File: src/uart9_consts.svh
// Register offsets, field positions, response codes and rate constants of the serial port.
// Assumes inclusion by bare name; definitions only.
`ifndef UART9_CONSTS_SVH
`define UART9_CONSTS_SVH
// Register byte offsets on the register bus
`define UART9_OFF_CTRL 5'h00
`define UART9_OFF_BUF 5'h04
`define UART9_OFF_PWR 5'h08
`define UART9_OFF_SLAVE_ADDRESS 5'h0C
`define UART9_OFF_SMASK 5'h10
`define UART9_OFF_T1CFG 5'h14
`define UART9_ADDR_W 5
// Field positions
`define UART9_PWR_DBL 7
`define UART9_PWR_FESEL 6
`define UART9_T1_FAST 8
// Rates: oversampling, fixed-mode divider, timer prescale; then receive idle shift and response codes
`define UART9_OVERSAMPLE 16
`define UART9_M2_DIV 64
`define UART9_T1_PRESCALE 12
`define UART9_RX_IDLE_SHIFT 9'h1FF
`define UART9_RESP_OKAY 2'h0
`define UART9_RESP_SLVERR 2'h2
`endif

File: src/uart9_pkg.sv
// Types of the serial port: receive states and the state records of each module.
// Assumes nothing beyond a SystemVerilog tool.
`default_nettype none
package uart9_pkg;
	// Receiver phases
	typedef enum logic [1:0] {RX_IDLE = 2'b00, RX_BITS = 2'b01, RX_STOP = 2'b10} uart9_rx_t;
	// Rate generator state
	typedef struct packed {
		logic [1:0] fix_cnt;
		logic [3:0] pre_cnt;
		logic [7:0] t1;
		logic half;
		logic tick;
	} uart9_baud_t;
	// Pin synchroniser state
	typedef struct packed {
		logic meta;
		logic sync;
	} uart9_sync_t;
	// Core state: bus slave, registers, transmitter, receiver
	typedef struct packed {
		logic aw_full; logic [2:0] aw_idx; logic w_full; logic [8:0] wdata; logic [1:0] wstrb;
		logic awready; logic wready; logic bvalid; logic [1:0] bresp;
		logic arready; logic rvalid; logic [1:0] rresp; logic [8:0] rdata;
		logic sm0; logic fe; logic sm1; logic sm2; logic ren; logic tb8; logic rb8;
		logic ti; logic ri; logic baud_doubler; logic framing_error_select;
		logic [7:0] slave_address; logic [7:0] slave_address_mask; logic [7:0] th1; logic timer1_fast_count; logic [7:0] rx_buf;
		logic tx_req; logic tx_send; logic tx_data_on; logic tx_first; logic [8:0] tx_shift;
		logic [3:0] tx_div; logic txd;
		uart9_rx_t rx_state; logic [3:0] rx_div; logic rx_prev; logic rx_s7; logic rx_s8;
		logic [8:0] rx_shift;
	} uart9_core_t;
endpackage : uart9_pkg
`default_nettype wire

File: src/uart9_link_if.sv
// Carrier between the core, the rate generator and the pin synchroniser.
// Assumes all three run on one clock.
`default_nettype none
interface uart9_link_if;
	logic ce; // Clock enable, freezes state
	logic timer_mode; // Rate from timer overflow
	logic fixed_mode; // Rate from system clock
	logic baud_doubler; // Rate doubler
	logic fast; // Timer prescale bypass
	logic [7:0] reload; // Timer reload value
	logic tick16; // One pulse per sixteenth of a bit
	logic rxd; // Synchronised receive line
	modport baud_mp (input ce, timer_mode, fixed_mode, baud_doubler, fast, reload, output tick16);
	modport sync_mp (input ce, output rxd);
	modport core_mp (output ce, timer_mode, fixed_mode, baud_doubler, fast, reload,
		input tick16, rxd);
endinterface : uart9_link_if
`default_nettype wire

File: src/uart9_sync.sv
// Two-flop synchroniser for the serial input pin.
// Assumes the pin is asynchronous to aclk and idles high.
`default_nettype none
module uart9_sync
	import uart9_pkg::*;
(
	input wire logic aclk,
	input wire logic aresetn,
	input wire logic serial_in,
	uart9_link_if.sync_mp lk
);
	uart9_sync_t q, d;
	// First stage feeds only the second
	always_comb
	begin
		d = q;
		d.meta = serial_in;
		d.sync = q.meta;
	end
	// Reset to idle line level
	always_ff @(posedge aclk)
	begin
		if (!aresetn)
			q <= '{meta: 1'b1, sync: 1'b1};
		else if (lk.ce)
			q <= d;
	end
	assign lk.rxd = q.sync;
endmodule : uart9_sync
`default_nettype wire

File: src/uart9_baud.sv
// Sixteen-times bit rate generator: fixed divider or timer-1 overflow.
// Assumes mode selects come from registers on the same clock.
`default_nettype none
`include "uart9_consts.svh"
module uart9_baud
	import uart9_pkg::*;
(
	input wire logic aclk,
	input wire logic aresetn,
	uart9_link_if.baud_mp lk
);
	uart9_baud_t q, d;
	logic [1:0] fix_last;
	logic step;
	// Pulse generation per rate source
	always_comb
	begin
		d = q;
		d.tick = 1'b0;
		fix_last = 2'((`UART9_M2_DIV >> lk.baud_doubler) / `UART9_OVERSAMPLE - 1);
		step = lk.fast || (q.pre_cnt == 4'(`UART9_T1_PRESCALE - 1));
		if (lk.fixed_mode)
		begin
			// Sysclk/64 or /32 per bit, sixteen ticks each
			d.fix_cnt = (q.fix_cnt >= fix_last) ? 2'h0 : q.fix_cnt + 2'h1;
			d.tick = (q.fix_cnt >= fix_last);
		end
		else if (lk.timer_mode)
		begin
			// Prescale by 12 unless fast count is set
			d.pre_cnt = step ? 4'h0 : q.pre_cnt + 4'h1;
			if (step)
			begin
				if (q.t1 == 8'hFF)
				begin
					// Overflow: reload, halve rate unless doubled
					d.t1 = lk.reload;
					d.half = !q.half;
					d.tick = lk.baud_doubler || q.half;
				end
				else
					d.t1 = q.t1 + 8'h01;
			end
		end
	end
	// State register, frozen by clock enable
	always_ff @(posedge aclk)
	begin
		if (!aresetn)
			q <= '0;
		else if (lk.ce)
			q <= d;
	end
	assign lk.tick16 = q.tick;
endmodule : uart9_baud
`default_nettype wire

File: src/uart9_core.sv
// Nine-bit serial port with address recognition behind an AXI4-Lite register slave.
// Assumes one clock aclk, synchronous active-low reset, and a clock enable
// that freezes every flip-flop including the bus slave.
`default_nettype none
`include "uart9_consts.svh"

module uart9_core
	import uart9_pkg::*;
(
	input wire logic aclk,
	input wire logic aresetn,
	input wire logic clk_en,
	input wire logic [`UART9_ADDR_W-1:0] s_axi_awaddr,
	input wire logic s_axi_awvalid,
	output logic s_axi_awready,
	input wire logic [31:0] s_axi_wdata,
	input wire logic [3:0] s_axi_wstrb,
	input wire logic s_axi_wvalid,
	output logic s_axi_wready,
	output logic [1:0] s_axi_bresp,
	output logic s_axi_bvalid,
	input wire logic s_axi_bready,
	input wire logic [`UART9_ADDR_W-1:0] s_axi_araddr,
	input wire logic s_axi_arvalid,
	output logic s_axi_arready,
	output logic [31:0] s_axi_rdata,
	output logic [1:0] s_axi_rresp,
	output logic s_axi_rvalid,
	input wire logic s_axi_rready,
	input wire logic serial_in,
	output logic serial_out
);
	import uart9_pkg::*;

	// ------------------------------------------------------------
	// Helpers
	// ------------------------------------------------------------

	// Byte match where zero bits of care are ignored
	function automatic logic addr_hit(input logic [7:0] b, input logic [7:0] pat,
		input logic [7:0] care);
		addr_hit = &(~care | ~(b ^ pat));
	endfunction : addr_hit

	// Word index of a register offset
	function automatic logic [2:0] reg_idx(input logic [`UART9_ADDR_W-1:0] off);
		reg_idx = off[4:2];
	endfunction : reg_idx

	// ------------------------------------------------------------
	// Submodules
	// ------------------------------------------------------------

	uart9_link_if lk ();
	uart9_core_t q, d;
	logic [1:0] mode; // Mode number from the two select bits
	logic tick; // Sixteenth-bit pulse
	logic rxd; // Synchronised receive line
	logic do_wr; // Address and data both held
	logic wr_ctrl; // Low byte write of control register
	logic roll; // Transmit bit-time rollover
	logic last; // Transmit end condition
	logic bitv; // Majority-voted receive bit
	logic [7:0] rbyte; // Received byte in natural order
	logic addr_ok; // Given or broadcast match
	logic load_ok; // Receive buffer load decision

	uart9_baud u_baud (
		.aclk(aclk),
		.aresetn(aresetn),
		.lk(lk.baud_mp)
	);

	uart9_sync u_sync (
		.aclk(aclk),
		.aresetn(aresetn),
		.serial_in(serial_in),
		.lk(lk.sync_mp)
	);

	assign mode = {q.sm0, q.sm1};
	assign lk.ce = clk_en;
	assign lk.fixed_mode = (mode == 2'd2);
	assign lk.timer_mode = mode[0]; // Modes 1 and 3
	assign lk.baud_doubler = q.baud_doubler;
	assign lk.fast = q.timer1_fast_count;
	assign lk.reload = q.th1;
	assign tick = lk.tick16;
	assign rxd = lk.rxd;

	// ------------------------------------------------------------
	// Next-state logic
	// ------------------------------------------------------------

	// Bus slave first, then hardware events so that sets beat clears
	always_comb
	begin
		d = q;
		do_wr = q.aw_full && q.w_full && !q.bvalid;
		wr_ctrl = do_wr && q.wstrb[0] && (q.aw_idx == reg_idx(`UART9_OFF_CTRL));
		roll = tick && (q.tx_div == 4'(`UART9_OVERSAMPLE - 1));
		last = 1'b0;
		bitv = 1'b0;
		rbyte = 8'h00;
		addr_ok = 1'b0;
		load_ok = 1'b0;

		// Write address and data are taken independently
		if (s_axi_awvalid && q.awready)
		begin
			d.aw_full = 1'b1;
			d.aw_idx = reg_idx(s_axi_awaddr);
		end
		if (s_axi_wvalid && q.wready)
		begin
			d.w_full = 1'b1;
			d.wdata = s_axi_wdata[8:0];
			d.wstrb = s_axi_wstrb[1:0];
		end
		// Response retires on its handshake
		if (q.bvalid && s_axi_bready)
			d.bvalid = 1'b0;

		// Register write decode
		if (do_wr)
		begin
			d.aw_full = 1'b0;
			d.w_full = 1'b0;
			d.bvalid = 1'b1;
			d.bresp = `UART9_RESP_OKAY;
			if (q.aw_idx == reg_idx(`UART9_OFF_CTRL))
			begin
				if (wr_ctrl)
				begin
					// Top bit is the error flag or a mode bit
					if (q.framing_error_select)
						d.fe = q.wdata[7]; // Only software clears it
					else
						d.sm0 = q.wdata[7];
					d.sm1 = q.wdata[6];
					d.sm2 = q.wdata[5];
					d.ren = q.wdata[4];
					d.tb8 = q.wdata[3];
					d.rb8 = q.wdata[2];
					d.ti = q.wdata[1];
					d.ri = q.wdata[0];
				end
			end
			else if (q.aw_idx == reg_idx(`UART9_OFF_BUF))
				d.bresp = `UART9_RESP_OKAY; // Transmit load handled below
			else if (q.aw_idx == reg_idx(`UART9_OFF_PWR))
			begin
				if (q.wstrb[0])
				begin
					d.baud_doubler = q.wdata[`UART9_PWR_DBL];
					d.framing_error_select = q.wdata[`UART9_PWR_FESEL];
				end
			end
			else if (q.aw_idx == reg_idx(`UART9_OFF_SLAVE_ADDRESS))
			begin
				if (q.wstrb[0])
					d.slave_address = q.wdata[7:0];
			end
			else if (q.aw_idx == reg_idx(`UART9_OFF_SMASK))
			begin
				if (q.wstrb[0])
					d.slave_address_mask = q.wdata[7:0];
			end
			else if (q.aw_idx == reg_idx(`UART9_OFF_T1CFG))
			begin
				if (q.wstrb[0])
					d.th1 = q.wdata[7:0];
				if (q.wstrb[1])
					d.timer1_fast_count = q.wdata[`UART9_T1_FAST];
			end
			else
				d.bresp = `UART9_RESP_SLVERR; // Unmapped word
		end
		d.awready = !d.aw_full && !d.bvalid;
		d.wready = !d.w_full && !d.bvalid;

		// Read: one outstanding, answer one cycle after the address
		if (s_axi_arvalid && q.arready)
		begin
			d.arready = 1'b0;
			d.rvalid = 1'b1;
			d.rresp = `UART9_RESP_OKAY;
			d.rdata = 9'h000;
			if (reg_idx(s_axi_araddr) == reg_idx(`UART9_OFF_CTRL))
				d.rdata = {1'b0, (q.framing_error_select ? q.fe : q.sm0), q.sm1, q.sm2, q.ren,
					q.tb8, q.rb8, q.ti, q.ri};
			else if (reg_idx(s_axi_araddr) == reg_idx(`UART9_OFF_BUF))
				d.rdata = {1'b0, q.rx_buf};
			else if (reg_idx(s_axi_araddr) == reg_idx(`UART9_OFF_PWR))
				d.rdata = {1'b0, q.baud_doubler, q.framing_error_select, 6'h00};
			else if (reg_idx(s_axi_araddr) == reg_idx(`UART9_OFF_SLAVE_ADDRESS))
				d.rdata = {1'b0, q.slave_address};
			else if (reg_idx(s_axi_araddr) == reg_idx(`UART9_OFF_SMASK))
				d.rdata = {1'b0, q.slave_address_mask};
			else if (reg_idx(s_axi_araddr) == reg_idx(`UART9_OFF_T1CFG))
				d.rdata = {q.timer1_fast_count, q.th1};
			else
				d.rresp = `UART9_RESP_SLVERR;
		end
		if (q.rvalid && s_axi_rready)
		begin
			d.rvalid = 1'b0;
			d.arready = 1'b1;
		end

		// Transmit bit-time counter runs free on the sixteenth ticks
		if (tick)
			d.tx_div = q.tx_div + 4'h1;
		if (roll)
		begin
			if (q.tx_req)
			begin
				// Request taken at rollover, start bit out
				d.tx_req = 1'b0;
				d.tx_send = 1'b1;
			end
			else if (q.tx_send && !q.tx_data_on)
				d.tx_data_on = 1'b1; // Shifter drives the line
			else if (q.tx_data_on)
			begin
				// Ninth bit at output, stop behind it, zeros beyond
				// Mode 3 frames like mode 2; only mode 1 preloads its stop bit
				last = ((mode == 2'd1) || q.tx_first) && (q.tx_shift[8:1] == 8'h01);
				// First nine-bit shift inserts the stop bit
				d.tx_shift = {(mode != 2'd1) && !q.tx_first, q.tx_shift[8:1]};
				d.tx_first = 1'b1;
				if (last)
				begin
					d.tx_send = 1'b0;
					d.tx_data_on = 1'b0;
					d.ti = 1'b1;
				end
			end
		end
		// Buffer write loads the shifter and the ninth bit
		if (do_wr && q.wstrb[0] && (q.aw_idx == reg_idx(`UART9_OFF_BUF)))
		begin
			d.tx_shift = {(mode[0] && !mode[1]) ? 1'b1 : q.tb8, q.wdata[7:0]};
			d.tx_req = 1'b1;
			d.tx_send = 1'b0;
			d.tx_data_on = 1'b0;
			d.tx_first = 1'b0;
		end
		// Idle high, start low, then shifter output
		d.txd = !d.tx_send || (d.tx_data_on && d.tx_shift[0]);

		// Receiver, stepped by the sixteen-times sample tick
		if (tick)
		begin
			d.rx_prev = rxd;
			if (q.rx_state == RX_IDLE)
			begin
				// Falling edge only while enabled, not in shift mode
				if (q.ren && (mode != 2'd0) && q.rx_prev && !rxd)
				begin
					d.rx_state = RX_BITS;
					d.rx_div = 4'h0;
					d.rx_shift = `UART9_RX_IDLE_SHIFT;
				end
			end
			else
			begin
				d.rx_div = q.rx_div + 4'h1;
				if (q.rx_div == 4'h7)
					d.rx_s7 = rxd;
				if (q.rx_div == 4'h8)
					d.rx_s8 = rxd;
				if (q.rx_div == 4'h9)
				begin
					// Two of three samples decide the bit
					bitv = (q.rx_s7 & q.rx_s8) | (q.rx_s7 & rxd) | (q.rx_s8 & rxd);
					if (q.rx_state == RX_STOP)
					begin
						// Stop affects only the error flag
						if (!bitv)
							d.fe = 1'b1;
						d.rx_state = RX_IDLE;
					end
					else if ((q.rx_shift == `UART9_RX_IDLE_SHIFT) && bitv)
						d.rx_state = RX_IDLE; // False start rejected
					else
					begin
						// Shift in from the right, ones leave on the left
						d.rx_shift = {q.rx_shift[7:0], bitv};
						if (!q.rx_shift[8])
						begin
							// Start bit at leftmost: final shift
							for (int i = 0; i < 8; i++)
								rbyte[i] = q.rx_shift[7 - i];
							// Given and broadcast patterns
							addr_ok = addr_hit(rbyte, q.slave_address & q.slave_address_mask, q.slave_address_mask) ||
								addr_hit(rbyte, q.slave_address | q.slave_address_mask, q.slave_address | q.slave_address_mask);
							// Final bit is ninth bit, or stop in mode 1
							load_ok = !q.ri && (!q.sm2 || (bitv && addr_ok));
							if (load_ok)
							begin
								d.rx_buf = rbyte;
								d.rb8 = bitv;
								d.ri = 1'b1;
							end
							if (mode == 2'd1)
							begin
								if (!bitv)
									d.fe = 1'b1;
								d.rx_state = RX_IDLE;
							end
							else
								d.rx_state = RX_STOP;
						end
					end
				end
			end
		end
	end

	// ------------------------------------------------------------
	// State register
	// ------------------------------------------------------------

	// Synchronous reset; address and mask clear to zero
	always_ff @(posedge aclk)
	begin
		if (!aresetn)
			q <= '{awready: 1'b1, wready: 1'b1, arready: 1'b1, txd: 1'b1, rx_prev: 1'b1,
				rx_state: RX_IDLE, default: '0};
		else if (clk_en)
			q <= d;
	end

	// Outputs straight from flops
	assign s_axi_awready = q.awready;
	assign s_axi_wready = q.wready;
	assign s_axi_bvalid = q.bvalid;
	assign s_axi_bresp = q.bresp;
	assign s_axi_arready = q.arready;
	assign s_axi_rvalid = q.rvalid;
	assign s_axi_rresp = q.rresp;
	assign s_axi_rdata = {23'h000000, q.rdata};
	assign serial_out = q.txd;
endmodule : uart9_core
`default_nettype wire

File: config.mk
export PLATFORM = sky130hd
export DESIGN_NAME = uart9_core
export DESIGN_NICKNAME = d
export VERILOG_FILES = /design/src/uart9_pkg.sv /design/src/uart9_link_if.sv /design/src/uart9_sync.sv /design/src/uart9_baud.sv /design/src/uart9_core.sv
export VERILOG_INCLUDE_DIRS = /design/src
export SDC_FILE = /design/constraint.sdc
export NUM_CORES = 1
export LEC_CHECK = 0
export BUFFER_PORTS_ARGS = -buffer_cell sky130_fd_sc_hd__buf_2
export CAP_MARGIN = 20
export CORE_MARGIN = 4
export CORE_UTILIZATION = 35
export CTS_BUF_LIST = sky130_fd_sc_hd__clkbuf_16
export CTS_CLUSTER_SIZE = 40
export DETAILED_ROUTE_END_ITERATION = 8
export PLACE_DENSITY = 0.66
export SYNTH_ARGS = -nofsm -noshare
export SYNTH_HDL_FRONTEND = slang
export SYNTH_SLANG_ARGS = --single-unit
File: constraint.sdc
create_clock -name aclk -period 5.2 [get_ports aclk]
set_input_delay 1.04 -clock aclk [delete_from_list [all_inputs] [get_ports aclk]]
set_output_delay 1.04 -clock aclk [all_outputs]
set_load 0.01 [all_outputs]
== Word-level counts from Yosys, hierarchy flattened ==
Cells that the tools add are included.
Word-level totals
  bits in registers: 132
  input bits: 55
  output and inout bits: 42
  word-level logic and storage cells: 293
Cells by class
  add/sub/neg operators: 7
  order comparisons: 1
  equality and inequality tests: 28
  shift-type cells: 1
  mux-type cells: 101
  bitwise logic cells: 27
  reductions and logical operators: 78
Operators by type and width (count)
  two-way mux 9 bit: 13
  two-way mux 8 bit: 8
  two-way mux 27 bit: 2
  two-way mux 2 bit: 22
  two-way mux 1 bit: 41
  two-way mux 13 bit: 3
  two-way mux 35 bit: 1
  NOT 8 bit: 4
  AND reduction 8 bit: 4
  >> shifter 7 x 1 -> 32 bit, first input constant: 1
  two-way mux 25 bit: 1
  logical AND 1 bit: 24
  two-way mux 12 bit: 2
  bitwise OR 8 bit: 3
  AND reduction 5 bit: 4
  AND reduction 9 bit: 2
  two-way mux 17 bit: 1
  equality test 4 bit, second input constant: 4
  AND reduction 2 bit: 8
  AND reduction 4 bit: 4
  XOR 8 bit: 2
  adder 4 x 1 -> 4 bit, second input constant: 3
  equality test 3 x 2 -> 1 bit, second input constant: 4
  equality test 3 bit, second input constant: 4
  other kinds (33): 78

== Logic depth before layout (Yosys ltp) ==
Gate-level depths: netlist of the first run.
  depth in word-level cells: 16
  gate-level depth with buffers: 9
  depth with buffers taken out: 8

== Hierarchy ==
From an unflattened synthesis of the first run, not the netlist that was laid out.
Unflattened totals
  cells, all modules: 751
  area, all modules: 6512.5 µm²
Modules (own cells, without submodules)
  uart9_core: instances 1, cells an instance 635, area an instance 5564.1 µm², seq. area each 2242.2 µm²
  uart9_baud: instances 1, cells an instance 110, area an instance 880.8 µm², seq. area each 320.3 µm²
  uart9_sync: instances 1, cells an instance 6, area an instance 67.6 µm², seq. area each 40.0 µm²

== Least setup slack after synthesis of the first run ==
OpenSTA, ideal clock, no wires.
  path kind: input to register
  start: input port clk_en
  end: register q (netlist bit lk.reload[0])
  setup time: 0.128 ns
  arrival time: 2.242 ns
  data required time: 5.072 ns
  setup slack: 2.830 ns
  stages on the path: 6
  path buffers: 1
  cell sequence: buf_2 > nand4b_1 > nor3b_2 > nand3_1 > mux2i_1 > nor2_1
Between the ends
  word-level cells in the longest chain between the ends: 1
RTL lines
  from (decl): RTL line uart9_core.sv:12  | input wire logic clk_en,
  AND reduction 9 bit (no line)
  to (signal assigned): RTL line uart9_core.sv:329  | q <= '{awready: 1'b1, wready: 1'b1, arready: 1'b1, txd: 1'b1, rx_prev: 1'b1,
  to (decl): RTL line uart9_core.sv:55  | uart9_core_t q, d;
Every way passes these cells.
A chain may end at the register's enable or synchronous reset.

== Worst setup path in the final report of the first run ==
  start: input port clk_en
  end: register q (netlist bit lk.reload[4])
The elaborated chain is that of the path after synthesis.

==> results of run 1 <==
-- layer usage --
metal	track usage (%)	routed length, um	vias up
met4	5.253	231	0
met1	20.02	7128	2496
met2	24.48	7421	98
met3	3.831	569	14
li1	-	-	2627
met5	0	0	-
-- flip-flops by register name (all words and copies together), names as in the netlist, 8 cells and up --
signal / count
q: 83
s_axi_rdata: 9
u_baud.q: 15
lk.reload: 8
-- cells in the mapped netlist, types with 4 or more instances --
cell      count  area share, %
a211oi_1      6           0.71
a21oi_1      66            5.2
a221oi_1      7           0.97
a222oi_1      6           0.95
a22oi_1       7           0.83
and2_1        7           0.69
and3_1       11            1.1
and4_1        4           0.55
buf_1         4           0.24
buf_2         5           0.39
buf_4        36            4.3
clkbuf_1     31            1.8
dfxtp_1     130             41
ha_1          7            1.4
inv_1        10           0.59
mux2_2        6            1.1
mux2i_1      49            7.7
nand2_1      72            4.3
nand2b_1     11            1.1
nand3_1      32            2.5
nand4_1       5           0.49
nand4b_1      4           0.55
nor2_1       94            5.6
nor2b_1       6           0.59
nor3_1       11           0.87
nor3b_1       5           0.59
o211ai_1     11            1.3
o21ai_0      38            3.0
xor2_1       15            2.1
-- metrics by stage --
step / std cells / hold WS [ns]
floorplan: 775 / 0.4323
global placement: 968 / 0.4395
detailed placement: 968 / 0.4485
CTS: 1000 / 0.4574
global route: 1000 / 0.4718
finish: 1000 / 0.4541
-- power groups by stage --
stage,Clock [mW],Combinational (mW),Sequential (mW)
6_report,1.17,0.0979,1.03
2_1_floorplan,0,0.0859,1.04
3_5_place_dp,0,0.0978,1.05
3_3_place_gp,0,0.0973,1.05
5_1_grt,1.23,0.109,1.03
4_1_cts,1.18,0.0981,1.03
-- cell type report --
class	count	area, um^2
Fill cell	1749	10440
Multi-Input combinational cell	556	3349
Sequential cell	130	2603
Clock buffer	17	425.4
Tap cell	225	281.5
Timing Repair Buffer	45	245.2
Clock inverter	15	151.4
Inverter	12	46.29
-- logic make-up (layout without fill, tap and decap cells) --
kind of cell / count (synthesis) / after routing / synth area share (%)
and+or+nand+nor: 282 / 282 / 21.77
AOI/OAI and AO/OA: 170 / 170 / 16.94
DFF: 130 / 130 / 41.06
buffers and inverters: 89 / 89 / 7.619
muxes: 55 / 55 / 8.804
xor gates and xnor gates: 16 / 16 / 2.211
adders and majority gates: 8 / 8 / 1.540
other: 1 / 25 / 0.05916
-- worst reg2reg max path: cells and delay by family (launching register included) --
family,cells,cell delay [ns]
AOI/OAI and AO/OA,2,0.89
DFF,1,0.33
and+or+nand+nor,3,1.28
-- worst max-delay path by stage --
| stage | from | to | slack [ns] | cells after the start |
|---|---|---|---|---|
| after detailed placement | clk_en | lk.reload[5] | 2.01 | 7 |
| after CTS | clk_en | lk.reload[4] | 2.41 | 7 |
| after floorplan | clk_en | lk.reload[0] | 2.83 | 6 |
| final | clk_en | lk.reload[4] | 2.41 | 7 |
| after global routing | clk_en | u_baud.q[5] | 2.19 | 6 |
| after global placement | clk_en | q[24] | 2.05 | 7 |
==> results.json, run 1 <==
{
  "crit_path_end_kind": "flop",
  "ys_async_sr_fraction_pct": 0,
  "pwr-share-comb_pct": 4.3,
  "netSwitchingFraction_pct": 22.23,
  "finalCritPeriodShare_pct": 53.71,
  "cp.required_ns": 5.49,
  "p_leak_nw": 2.730,
  "cpMaxStageDelayCell": "nand3_1",
  "max_slew_margin_pct": 30.52,
  "layout-drive-gt1-share_pct": 11.48,
  "path_clk_slew_ns": 0.06,
  "ys.flop_type": "dfxtp_1",
  "worstMarginPinSlew_ns": 1.040,
  "avgViaCountPerCell": 5.235,
  "syn_to_final_growth_pct": 12.04,
  "min_to": "s_axi_rdata[8]",
  "reg2reg_from": "q[112]",
  "hold_violations": 0,
  "p_switching_mw": 0.5089,
  "synth_seq_area_share_pct": 41.06,
  "setup_violations": 0,
  "core_area_mm2": 0.01754,
  "fin_worst_skew_ns": 0.009794,
  "synth_edf_count": 0,
  "power_mw": 2.289,
  "clockBufferDepth": 2,
  "clk_latency_ns": 0.42,
  "hold_class": "reg2reg",
  "slew_viol_final": 0,
  "top_level_ports": 97,
  "powerDensity_mw_per_mm2": 322.3,
  "grt_use_total_pct": 15.26,
  "cp_data_arrival_time_ns": 3.08,
  "io_buffers": 42,
  "htree_levels": 4,
  "ys_ff_latch": 130,
  "ctsRootBufferMaster": "clkbuf_16",
  "hold_depth": 2,
  "n_antenna_cell": 0,
  "fp.dieH_um": 142.6,
  "cp_cell_sequence": "buf_2 > buf_4 > nand4b_1 > nor3b_2 > nand3_1 > mux2i_1 > nor2_1",
  "start_util_pct": 36.14,
  "status": "finished clean",
  "p_seq_share_pct": 44.8,
  "final_common_cell": "dfxtp_1",
  "antenna_found_initial": 0,
  "initialDrtViolationCount": 423,
  "die-area_mm2": 0.02033,
  "design_area_mm2": 0.007102,
  "startpoint_type": "input port",
  "synth_cell_types": 70,
  "cts_sinks": 130,
  "firstDrtPassIters": 5,
  "fin_nets": 824,
  "r2r-end": "q[25]",
  "yosysWarnings": 0,
  "period_needed_ns": 2.793,
  "preCtsSetupSlack_ns": 2.014,
  "std_cell_rows": 48,
  "drc": 0,
  "finalSetupTns_ns": 0,
  "crit_family": "simple AND/OR/NAND/NOR gates",
  "path_buf_inv": 2,
  "clockPowerShare_pct": 50.9,
  "grt_pass1_wl_um": 24940,
  "holdCritStartpoint": "s_axi_rdata[8]",
  "hpwl_um": 10710,
  "grt_max_degree": 70,
  "tritoncts": "done",
  "setup_ws_ns": 2.407,
  "post_synth_instance_area_mm2": 0.006339,
  "cap_violations": 0,
  "final_cell_mix": "dfxtp_1 (130), nor2_1 (94), nand2_1 (72)",
  "rsz0062_at_grt": "no",
  "vias": 5235,
  "worstPathMaxFanout": 20,
  "utilization_pct": 40.50,
  "internal_power_mw": 1.780,
  "numCtsBuffers": 17,
  "vdd_drop_max_uv": 139.6,
  "ctsResizeCount": 0,
  "syn_inst": 751,
  "hold_buffers": 0,
  "avgSynthCellArea_um2": 8.440,
  "fmax_ghz": 0.3581,
  "dpl_cell_area_mm2": 0.006525,
  "postRouteAntennaNets": 0,
  "postCtsSetupRepairBufs": 0,
  "overflow": 0,
  "ff2ff_path_depth": 5,
  "wirelength_um": 15350,
  "max_stage_delay_ns": 0.45,
  "r2r_setup_slack_ns": 2.57,
  "grt_pass1_vias": 4886,
  "gp_congestion": 0.8472,
  "chipWidth_um": 142.6,
  "wire_per_inst_um": 15.35,
  "path_class": "in2reg"
}
Power figures use the tool's default switching activity.
==> run 2, diff against run 1 <==
--- a/config.mk
+++ b/config.mk
@@ -13,7 +13,7 @@
 export CTS_BUF_LIST = sky130_fd_sc_hd__clkbuf_16
 export CTS_CLUSTER_SIZE = 40
 export DETAILED_ROUTE_END_ITERATION = 8
-export PLACE_DENSITY = 0.66
+export PLACE_DENSITY = 0.67
 export SYNTH_ARGS = -nofsm -noshare
 export SYNTH_HDL_FRONTEND = slang
 export SYNTH_SLANG_ARGS = --single-unit
==> constraint.sdc (replaced) <==
create_clock -name aclk -period 2.5 [get_ports aclk]
set_input_delay 0.5 -clock aclk [delete_from_list [all_inputs] [get_ports aclk]]
set_output_delay 0.5 -clock aclk [all_outputs]
set_load 0.01 [all_outputs]
==> run 2 against run 1 <==
Final area rose by 1.7%. Wire length rose by 1.9%. Sequential cell count did not move. Critical path type is now reg2reg. Clock skew fell by 0.00051 ns. Die area did not move.
==> results.json, run 2 (synthesized netlist as in run 1, its figures left out) <==
{
  "status": "finished clean",
  "antenna_found_initial": 0,
  "cp.required_ns": 2.84,
  "grt_pass1_wl_um": 25470,
  "numCtsBuffers": 17,
  "r2r_setup_slack_ns": 0.48,
  "postRouteAntennaNets": 0,
  "internal_power_mw": 3.829,
  "powerDensity_mw_per_mm2": 684.1,
  "finalCritPeriodShare_pct": 80.82,
  "reg2reg_from": "q[19]",
  "grt_pass1_vias": 5007,
  "clk_latency_ns": 0.42,
  "holdCritStartpoint": "s_axi_wdata[1]",
  "crit_path_end_kind": "flop",
  "final_cell_mix": "dfxtp_1 (130), nor2_1 (94), nand2_1 (72)",
  "std_cell_rows": 48,
  "hold_class": "in2reg",
  "r2r-end": "q[28]",
  "io_buffers": 42,
  "ff2ff_path_depth": 6,
  "cts_sinks": 130,
  "tritoncts": "done",
  "gp_congestion": 0.8806,
  "netSwitchingFraction_pct": 22.51,
  "cp_data_arrival_time_ns": 2.37,
  "period_needed_ns": 2.021,
  "p_leak_nw": 2.801,
  "preCtsSetupSlack_ns": 0.3387,
  "ctsRootBufferMaster": "clkbuf_16",
  "final_common_cell": "dfxtp_1",
  "pwr-share-comb_pct": 4.2,
  "worstMarginPinSlew_ns": 0.6750,
  "wire_per_inst_um": 15.46,
  "fin_cells": 1011,
  "critPathLaunch": "q[19]",
  "setup_ws_ns": 0.4794,
  "fmax_ghz": 0.4949,
  "grt_use_met2_pct": 25.45,
  "top_register": "q",
  "grt.busiest_layer": "met2",
  "ctsResizeCount": 0,
  "n_antenna_cell": 0,
  "p_switching_mw": 1.113,
  "start_util_pct": 36.14,
  "hpwl_um": 10880,
  "firstDrtPassIters": 6,
  "hold_buffers": 0,
  "clockBufferDepth": 2,
  "die-area_mm2": 0.02033,
  "setup_violations": 0,
  "max_slew_margin_pct": 54.70,
  "worstPathMaxFanout": 9,
  "overflow": 0,
  "fin_worst_skew_ns": 0.009285,
  "vdd_drop_max_uv": 413.5,
  "path_class": "reg2reg",
  "grt_max_degree": 63,
  "use_met1_pct": 20.12,
  "grtUsageMet3_pct": 3.999,
  "hold_depth": 3,
  "rsz0062_at_grt": "no",
  "top_level_ports": 97,
  "min_to": "q[101]",
  "fp.dieH_um": 142.6,
  "htree_levels": 4,
  "drc": 0,
  "syn_to_final_growth_pct": 13.98,
  "hold_violations": 0,
  "fin_nets": 835,
  "chipWidth_um": 142.6,
  "clockPowerShare_pct": 52.6,
  "largest_register_ffs": 83,
  "slew_viol_final": 0,
  "avgViaCountPerCell": 5.229,
  "path_clk_slew_ns": 0.06,
  "dp_cells": 979,
  "n_fill_cell": 1775,
  "vias": 5287,
  "wirelength_um": 15640,
  "startpoint_type": "flop",
  "cap_violations": 0,
  "p_seq_share_pct": 43.1,
  "core_area_mm2": 0.01754,
  "initialDrtViolationCount": 448,
  "grt_use_total_pct": 15.56,
  "layout-drive-gt1-share_pct": 13.10,
  "finalSetupTns_ns": 0,
  "postCtsSetupRepairBufs": 0
}
run 2: per-stage QoR:
step	cell area, um^2	utilization (%)	power, mW	hold WS, ns
after floorplan	6429	-	2.343	0.4323
after global placement	6608	37.68	2.385	0.4406
after detailed placement	6608	37.68	2.387	0.4465
after CTS	7224	41.20	4.984	0.3102
after global routing	7224	41.20	5.106	0.3179
final	7224	41.20	4.942	0.3178
run 2: per-layer routing:
layer / up-vias / routed length (um)
met5: - / 0
met4: 0 / 281
met3: 24 / 879
met2: 119 / 7504
met1: 2492 / 6970
li1: 2652 / -
run 2: worst max-delay path: stages (launching register included):
cell and delay, ns:
dfxtp_1 0.33, ha_1 0.23, and4b_1 0.22, and3_1 0.25, o21ai_1 0.56, a222oi_1 0.23, nor2_1 0.12
run 2: worst max-delay path by stage:
| stage | end | slack, ns | depth (start not counted) |
|---|---|---|---|
| 6_report | q[28] | 0.48 | 6 |
| 4_1_cts | q[28] | 0.50 | 6 |
| 5_1_grt | q[36] | 0.37 | 8 |
| 3_3_place_gp | q[59] | 0.38 | 7 |
| 2_1_floorplan | lk.reload[0] | 0.67 | 6 |
| 3_5_place_dp | q[56] | 0.34 | 7 |
run 2: layout make-up:
class | instances | area, um^2 | area share, %
clock inverter | 15 | 191.4 | 2.650
timing repair buffer | 56 | 327.8 | 4.538
sequential | 130 | 2603 | 36.02
inverter | 12 | 46.29 | 0.6408
multi-input combinational | 556 | 3349 | 46.36
clock buffer | 17 | 425.4 | 5.888
tap | 225 | 281.5 | 3.897
run 2: power by group through the flow:
| stage | registers (mW) | logic (mW) | clock network (mW) |
|---|---|---|---|
| 5_1_grt | 2.13 | 0.234 | 2.74 |
| 4_1_cts | 2.13 | 0.211 | 2.64 |
| 3_3_place_gp | 2.18 | 0.208 | 0 |
| 3_5_place_dp | 2.18 | 0.210 | 0 |
| 6_report | 2.13 | 0.209 | 2.60 |
| 2_1_floorplan | 2.16 | 0.179 | 0 |
